==> src/hdl/bru_params.svh <==
// constants of the byte rotate unit: widths, bit positions, codes, resets
`ifndef BRU_PARAMS_SVH
`define BRU_PARAMS_SVH

// ----------------------------------------------------------------------
// datapath geometry
// ----------------------------------------------------------------------
`define BRU_DATA_W      8
`define BRU_MSB         7
`define BRU_LSB         0
`define BRU_OP_W        3

// ----------------------------------------------------------------------
// operation codes presented by the instruction decoder
// ----------------------------------------------------------------------
`define BRU_OP_NONE              3'h0
`define BRU_OP_LEFT_TO_WORK      3'h1
`define BRU_OP_LEFT_FLAG         3'h2
`define BRU_OP_LEFT_FLAG_WORK    3'h3
`define BRU_OP_RIGHT_IN_PLACE    3'h4
`define BRU_OP_RIGHT_TO_WORK     3'h5
`define BRU_OP_RIGHT_FLAG        3'h6
`define BRU_OP_RIGHT_FLAG_WORK   3'h7

// ----------------------------------------------------------------------
// reset values
// ----------------------------------------------------------------------
`define BRU_RESULT_RST  8'h00
`define BRU_STROBE_RST  1'b0
`define BRU_CARRY_RST   1'b0

`endif

==> src/hdl/bru_pkg.sv <==
// types shared by the byte rotate unit
`include "bru_params.svh"

package bru_pkg;

    // ------------------------------------------------------------------
    // rotate operations, one per instruction
    // ------------------------------------------------------------------
    typedef enum logic [`BRU_OP_W-1:0] {
        rot_none                       = `BRU_OP_NONE,
        rotate_left_to_work            = `BRU_OP_LEFT_TO_WORK,
        rotate_left_thru_flag          = `BRU_OP_LEFT_FLAG,
        rotate_left_thru_flag_to_work  = `BRU_OP_LEFT_FLAG_WORK,
        rotate_right_in_place          = `BRU_OP_RIGHT_IN_PLACE,
        rotate_right_to_work           = `BRU_OP_RIGHT_TO_WORK,
        rotate_right_thru_flag         = `BRU_OP_RIGHT_FLAG,
        rotate_right_thru_flag_to_work = `BRU_OP_RIGHT_FLAG_WORK
    } bru_op_type;

    typedef logic [`BRU_DATA_W-1:0] bru_byte_type;

endpackage

==> src/hdl/bru_rotate_unit.sv <==
// rotate datapath: seven one-bit rotate instructions on a memory byte
//
// Overview of operation
// RL1: plain left to working register: bit 7 wraps to bit 0, no flags.
// RL2: left through carry in place: old carry to bit 0, bit 7 to carry.
// RL3: left through carry to working register; memory untouched.
// RL4: plain right in place: bit 0 wraps to bit 7, flags unchanged.
// RL5: plain right to working register: bit 0 to bit 7, no flags.
// RL6: right through carry in place: old carry to bit 7, bit 0 to carry.
// RL7: right through carry to working register; memory untouched.
`timescale 1ns/100ps
`include "bru_params.svh"

module bru_rotate_unit
    import bru_pkg::*;
(
    input  wire logic                   core_clk,
    input  wire logic                   rst,
    input  wire logic                   op_valid,
    input  wire bru_op_type             op_code,
    input  wire logic [`BRU_DATA_W-1:0] mem_rdata,
    input  wire logic                   carry_in,
    output logic      [`BRU_DATA_W-1:0] result_data,
    output logic                        work_we,
    output logic                        mem_we,
    output logic                        carry_we,
    output logic                        carry_data,
    output logic                        op_done
);

    // ------------------------------------------------------------------
    // declarations
    // ------------------------------------------------------------------
    bru_byte_type result_reg;
    bru_byte_type result_next;
    logic         work_we_reg;
    logic         work_we_next;
    logic         mem_we_reg;
    logic         mem_we_next;
    logic         carry_we_reg;
    logic         carry_we_next;
    logic         carry_reg;
    logic         carry_next;
    logic         done_reg;
    bru_byte_type rot_left;
    bru_byte_type rot_right;
    bru_byte_type thru_left;
    bru_byte_type thru_right;

    // ------------------------------------------------------------------
    // rotate networks, one generate loop over the inner bits
    // ------------------------------------------------------------------
    // inner bits move one place; the edge bits are filled below
    genvar gi;
    generate
        for (gi = 1; gi < `BRU_DATA_W; gi = gi + 1) begin : g_shift
            assign rot_left[gi]       = mem_rdata[gi-1];
            assign thru_left[gi]      = mem_rdata[gi-1];
            assign rot_right[gi-1]    = mem_rdata[gi];
            assign thru_right[gi-1]   = mem_rdata[gi];
        end
    endgenerate

    // RL1: bit 7 wraps
    assign rot_left[`BRU_LSB]    = mem_rdata[`BRU_MSB];
    // RL2: old carry enters
    assign thru_left[`BRU_LSB]   = carry_in;
    // RL4: bit 0 wraps
    assign rot_right[`BRU_MSB]   = mem_rdata[`BRU_LSB];
    // RL6: old carry enters
    assign thru_right[`BRU_MSB]  = carry_in;

    // ------------------------------------------------------------------
    // operation decode: result, destination and carry update
    // ------------------------------------------------------------------
    always_comb begin
        result_next   = result_reg;
        work_we_next  = `BRU_STROBE_RST;
        mem_we_next   = `BRU_STROBE_RST;
        carry_we_next = `BRU_STROBE_RST;
        carry_next    = carry_reg;
        if (op_valid) begin
            case (op_code)
                // RL1: left rotate to work
                rotate_left_to_work: begin
                    result_next  = rot_left;
                    work_we_next = 1'b1;
                end
                // RL2: left through carry back
                rotate_left_thru_flag: begin
                    result_next   = thru_left;
                    mem_we_next   = 1'b1;
                    carry_we_next = 1'b1;
                    carry_next    = mem_rdata[`BRU_MSB];
                end
                // RL3: left through carry work
                rotate_left_thru_flag_to_work: begin
                    result_next   = thru_left;
                    work_we_next  = 1'b1;
                    carry_we_next = 1'b1;
                    carry_next    = mem_rdata[`BRU_MSB];
                end
                // RL4: right rotate back
                rotate_right_in_place: begin
                    result_next = rot_right;
                    mem_we_next = 1'b1;
                end
                // RL5: right rotate to work
                rotate_right_to_work: begin
                    result_next  = rot_right;
                    work_we_next = 1'b1;
                end
                // RL6: right through carry back
                rotate_right_thru_flag: begin
                    result_next   = thru_right;
                    mem_we_next   = 1'b1;
                    carry_we_next = 1'b1;
                    carry_next    = mem_rdata[`BRU_LSB];
                end
                // RL7: right through carry work
                rotate_right_thru_flag_to_work: begin
                    result_next   = thru_right;
                    work_we_next  = 1'b1;
                    carry_we_next = 1'b1;
                    carry_next    = mem_rdata[`BRU_LSB];
                end
                default: begin
                    result_next = result_reg; // idle code: nothing written
                end
            endcase
        end
    end

    // ------------------------------------------------------------------
    // result byte, held until the next operation
    // ------------------------------------------------------------------
    always_ff @(posedge core_clk or posedge rst) begin
        if (rst) begin
            result_reg <= `BRU_RESULT_RST;
        end else begin
            result_reg <= result_next;
        end
    end

    // ------------------------------------------------------------------
    // destination write strobes, one cycle each
    // ------------------------------------------------------------------
    always_ff @(posedge core_clk or posedge rst) begin
        if (rst) begin
            work_we_reg <= `BRU_STROBE_RST;
            mem_we_reg  <= `BRU_STROBE_RST;
            done_reg    <= `BRU_STROBE_RST;
        end else begin
            work_we_reg <= work_we_next;
            mem_we_reg  <= mem_we_next;
            done_reg    <= op_valid && (op_code != rot_none);
        end
    end

    // ------------------------------------------------------------------
    // carry flag update, only for the through-carry forms
    // ------------------------------------------------------------------
    always_ff @(posedge core_clk or posedge rst) begin
        if (rst) begin
            carry_we_reg <= `BRU_STROBE_RST;
            carry_reg    <= `BRU_CARRY_RST;
        end else begin
            carry_we_reg <= carry_we_next;
            carry_reg    <= carry_next;
        end
    end

    // outputs straight from the flops
    assign result_data = result_reg;
    assign work_we     = work_we_reg;
    assign mem_we      = mem_we_reg;
    assign carry_we    = carry_we_reg;
    assign carry_data  = carry_reg;
    assign op_done     = done_reg;

    function automatic logic is_op(input bru_op_type c, input bru_op_type w);
        is_op = (c == w);
    endfunction
endmodule

==> config.mk <==
export PLATFORM = sky130hd
export DESIGN_NAME = bru_rotate_unit
export DESIGN_NICKNAME = d
export VERILOG_FILES = /design/src/hdl/bru_pkg.sv /design/src/hdl/bru_rotate_unit.sv
export VERILOG_INCLUDE_DIRS = /design/src /design/src/hdl
export SDC_FILE = /design/constraint.sdc
export NUM_CORES = 1
export LEC_CHECK = 0
export BUFFER_PORTS_ARGS = -buffer_cell sky130_fd_sc_hd__clkbuf_2
export CAP_MARGIN = 20
export CORE_MARGIN = 8
export CORE_UTILIZATION = 53
export CTS_BUF_LIST = sky130_fd_sc_hd__clkbuf_4
export DETAILED_ROUTE_END_ITERATION = 16
export HOLD_SLACK_MARGIN = 0.02
export PLACE_DENSITY = 0.86
export SLEW_MARGIN = 40
export SYNTH_ARGS = -nofsm -noshare
export SYNTH_HDL_FRONTEND = slang
export SYNTH_SLANG_ARGS = --single-unit
==> constraint.sdc <==
create_clock -name core_clk -period 1.5 [get_ports core_clk]
set_input_delay 0.3 -clock core_clk [delete_from_list [all_inputs] [get_ports core_clk]]
set_output_delay 0.3 -clock core_clk [all_outputs]
set_load 0.1 [all_outputs]
==> run metrics <==
status completed; final antenna-violating net count 0; RePlAce Congestion 0.899; max-slew violation count 0; final setup fails 0; initial antenna violation count 0; row cnt 13; Ys Warns 0; sequential area share after synthesis 45.7%; Longest Clk Path Bufs 2; CP required 1.68 ns; Worst slew margin 62.5%; fill cell count between 80 and 90; post-layout util 80.2%; largest net degree at the start of global routing 14; number of DRC markers in iteration 0 11; clock skew 0 ns; Die X approximately 53 um; min-delay src op_code[0]; Syn Area/Cell 12.7 um^2; Area Growth Syn to Fin 44.8%; Max H-tree Level 1; Hold/Removal Path Class in -> reg; Pwr Density 1380 nW/um^2; Yosys cell types 21; syn_nets 76; cells after synthesis 56; slack of the worst reg-to-reg path around 0.71 ns; Tmin final 1.41 ns; GR Overflow Total 0; CTS tree yes; number of synthesized flops with an enable pin 0; Vias 639; vias in the first global route 702; Syn Std Cell Area 712 um^2; Num Clock Sinks 13; WP data arrival between 1.5 and 2 ns; total negative setup slack 0 ns; Hold Violations, Final 0; Synth Register Bits 13; Port Buf Inserts 27; Hold EP mem_we; unrepaired setup endpoints after global routing false; fin crit share 94.1%; global-route wire length before repair 3450 um; reg2reg path depth 1; drt via density 5.56; Top FF cell, synth dfrtp_1; commonest non-fill, non-tap cells in the layout buf_4 (22), clkbuf_2 (18), dfrtp_1 (13); Skew-Pair Late Insertion Delay roughly 0.29 ns; max-cap violations 0; Crit Path Max Fanout 6; HPWL Detailed 1550 um; Worst-path clk slew 0.09 ns; # IOs 28; max FFs per register 8; diode count 0; Residual DRC 0; RR Endpoint result_data[7]; total CTS buffers 3; # nets final around 120; drt first pass iters 4; share of cells above drive strength 1 a little over half; ys async rst share 100%; core area 1280 um^2; Hold Path Stages 2; gr usage total 16.7%; WS Path Type in -> reg; final wirelength about 2000 um; initial core utilization 55.4%; Peak VDD IR 0.000693 V; clk root buf clkbuf_4; reg-to-reg critical path startpoint result_data[7]; startpoint types input pin; Leak Pwr 0.570 nW; Max Fclk 708 MHz; WL per Instance 17.7 um; commonest non-fill, non-tap cell in the layout buf_4; die area 2770 um^2; Crit. End Element flop; Die H 52.7 um; Worst-Margin Slew roughly 0.57 ns
[critical path, cell delays in order]
cell and delay [ns]:
clkbuf_2 0.10, inv_1 0.05, buf_4 0.12, ha_1 0.21
o21ba_1 0.28, a22o_1 0.27, mux2_4 0.26
[how the worst max path moves through the flow]
stage | start | to
detailed placement | op_code[1] | result_data[3]
finish | op_code[1] | result_data[3]
CTS | op_code[1] | result_data[3]
global route | op_code[1] | result_data[3]
global placement | op_code[1] | result_data[0]
floorplan | op_code[1] | result_data[0]
[metrics by stage]
| stage | hold slack, ns | setup slack, ns | total power [W] | cells | area [um^2] |
|---|---|---|---|---|---|
| floorplan | 0.177 | 0.0405 | 0.000995 | 56 | 712 |
| global placement | 0.308 | -0.136 | 0.00116 | 110 | 991 |
| detailed placement | 0.329 | -0.212 | 0.00118 | 110 | 991 |
| CTS | 0.211 | 0.0830 | 0.00143 | 115 | 1030 |
| global route | 0.219 | 0.0515 | 0.00148 | 115 | 1030 |
| finish | 0.210 | 0.0881 | 0.00143 | 115 | 1030 |
[kinds of logic (layout without fill, tap and decap cells)]
| logic type | count (synthesis) | count (layout) | synth area share (%) |
|---|---|---|---|
| buffers and inverters | 6 | 50 | 4.22 |
| and+or+nand+nor | 7 | 7 | 5.98 |
| DFF | 13 | 13 | 45.7 |
| adders and majority gates | 5 | 5 | 8.79 |
| AOI/OAI and AO/OA | 16 | 16 | 17.0 |
| muxes | 9 | 9 | 18.3 |
[routing by layer]
metal | track usage [%] | vias to the layer above | routed length, um
met5 | 0 | - | 0
met4 | 9.91 | 0 | 30
met3 | 3.41 | 4 | 82
met2 | 30.8 | 25 | 1180
met1 | 16.7 | 316 | 751
li1 | - | 294 | -
[layout make-up]
| type | count | area [um^2] | share of cell area [%] |
|---|---|---|---|
| timing repair buffer | 42 | 285 | 27.7 |
| clock buffer | 4 | 30.0 | 2.91 |
| inverter | 4 | 15.0 | 1.46 |
| multi-input combinational | 37 | 357 | 34.6 |
| tap | 15 | 18.8 | 1.82 |
| sequential | 13 | 325 | 31.6 |
[where the power goes]
part	switching (W)	total [W]	internal, W
combinational	0.000534	0.000741	0.000207
sequential	0.0000314	0.000437	0.000406
clock	0.000127	0.000249	0.000122
[Yosys cell counts (all sizes together), types with 2 or more instances]
| cell type | count | area share, % |
|---|---|---|
| inv | 4 | 2.1 |
| a21oi | 2 | 1.4 |
| nor3b | 2 | 2.1 |
| o31a | 2 | 2.5 |
| buf | 2 | 2.1 |
| dfrtp | 13 | 46 |
| ha | 5 | 8.8 |
| mux2 | 8 | 17 |
| o21ai | 3 | 2.1 |
| a22o | 6 | 7.4 |
[timing repair]
action / CTS / global route
hold buffers: 1 / 0
endpoints found under the hold margin: 6 / 0
gates resized for setup: 0 / 0
buffers inserted: 0 / 0
endpoints found under the setup margin: 0 / 0
(Power assumes the default switching activity.)
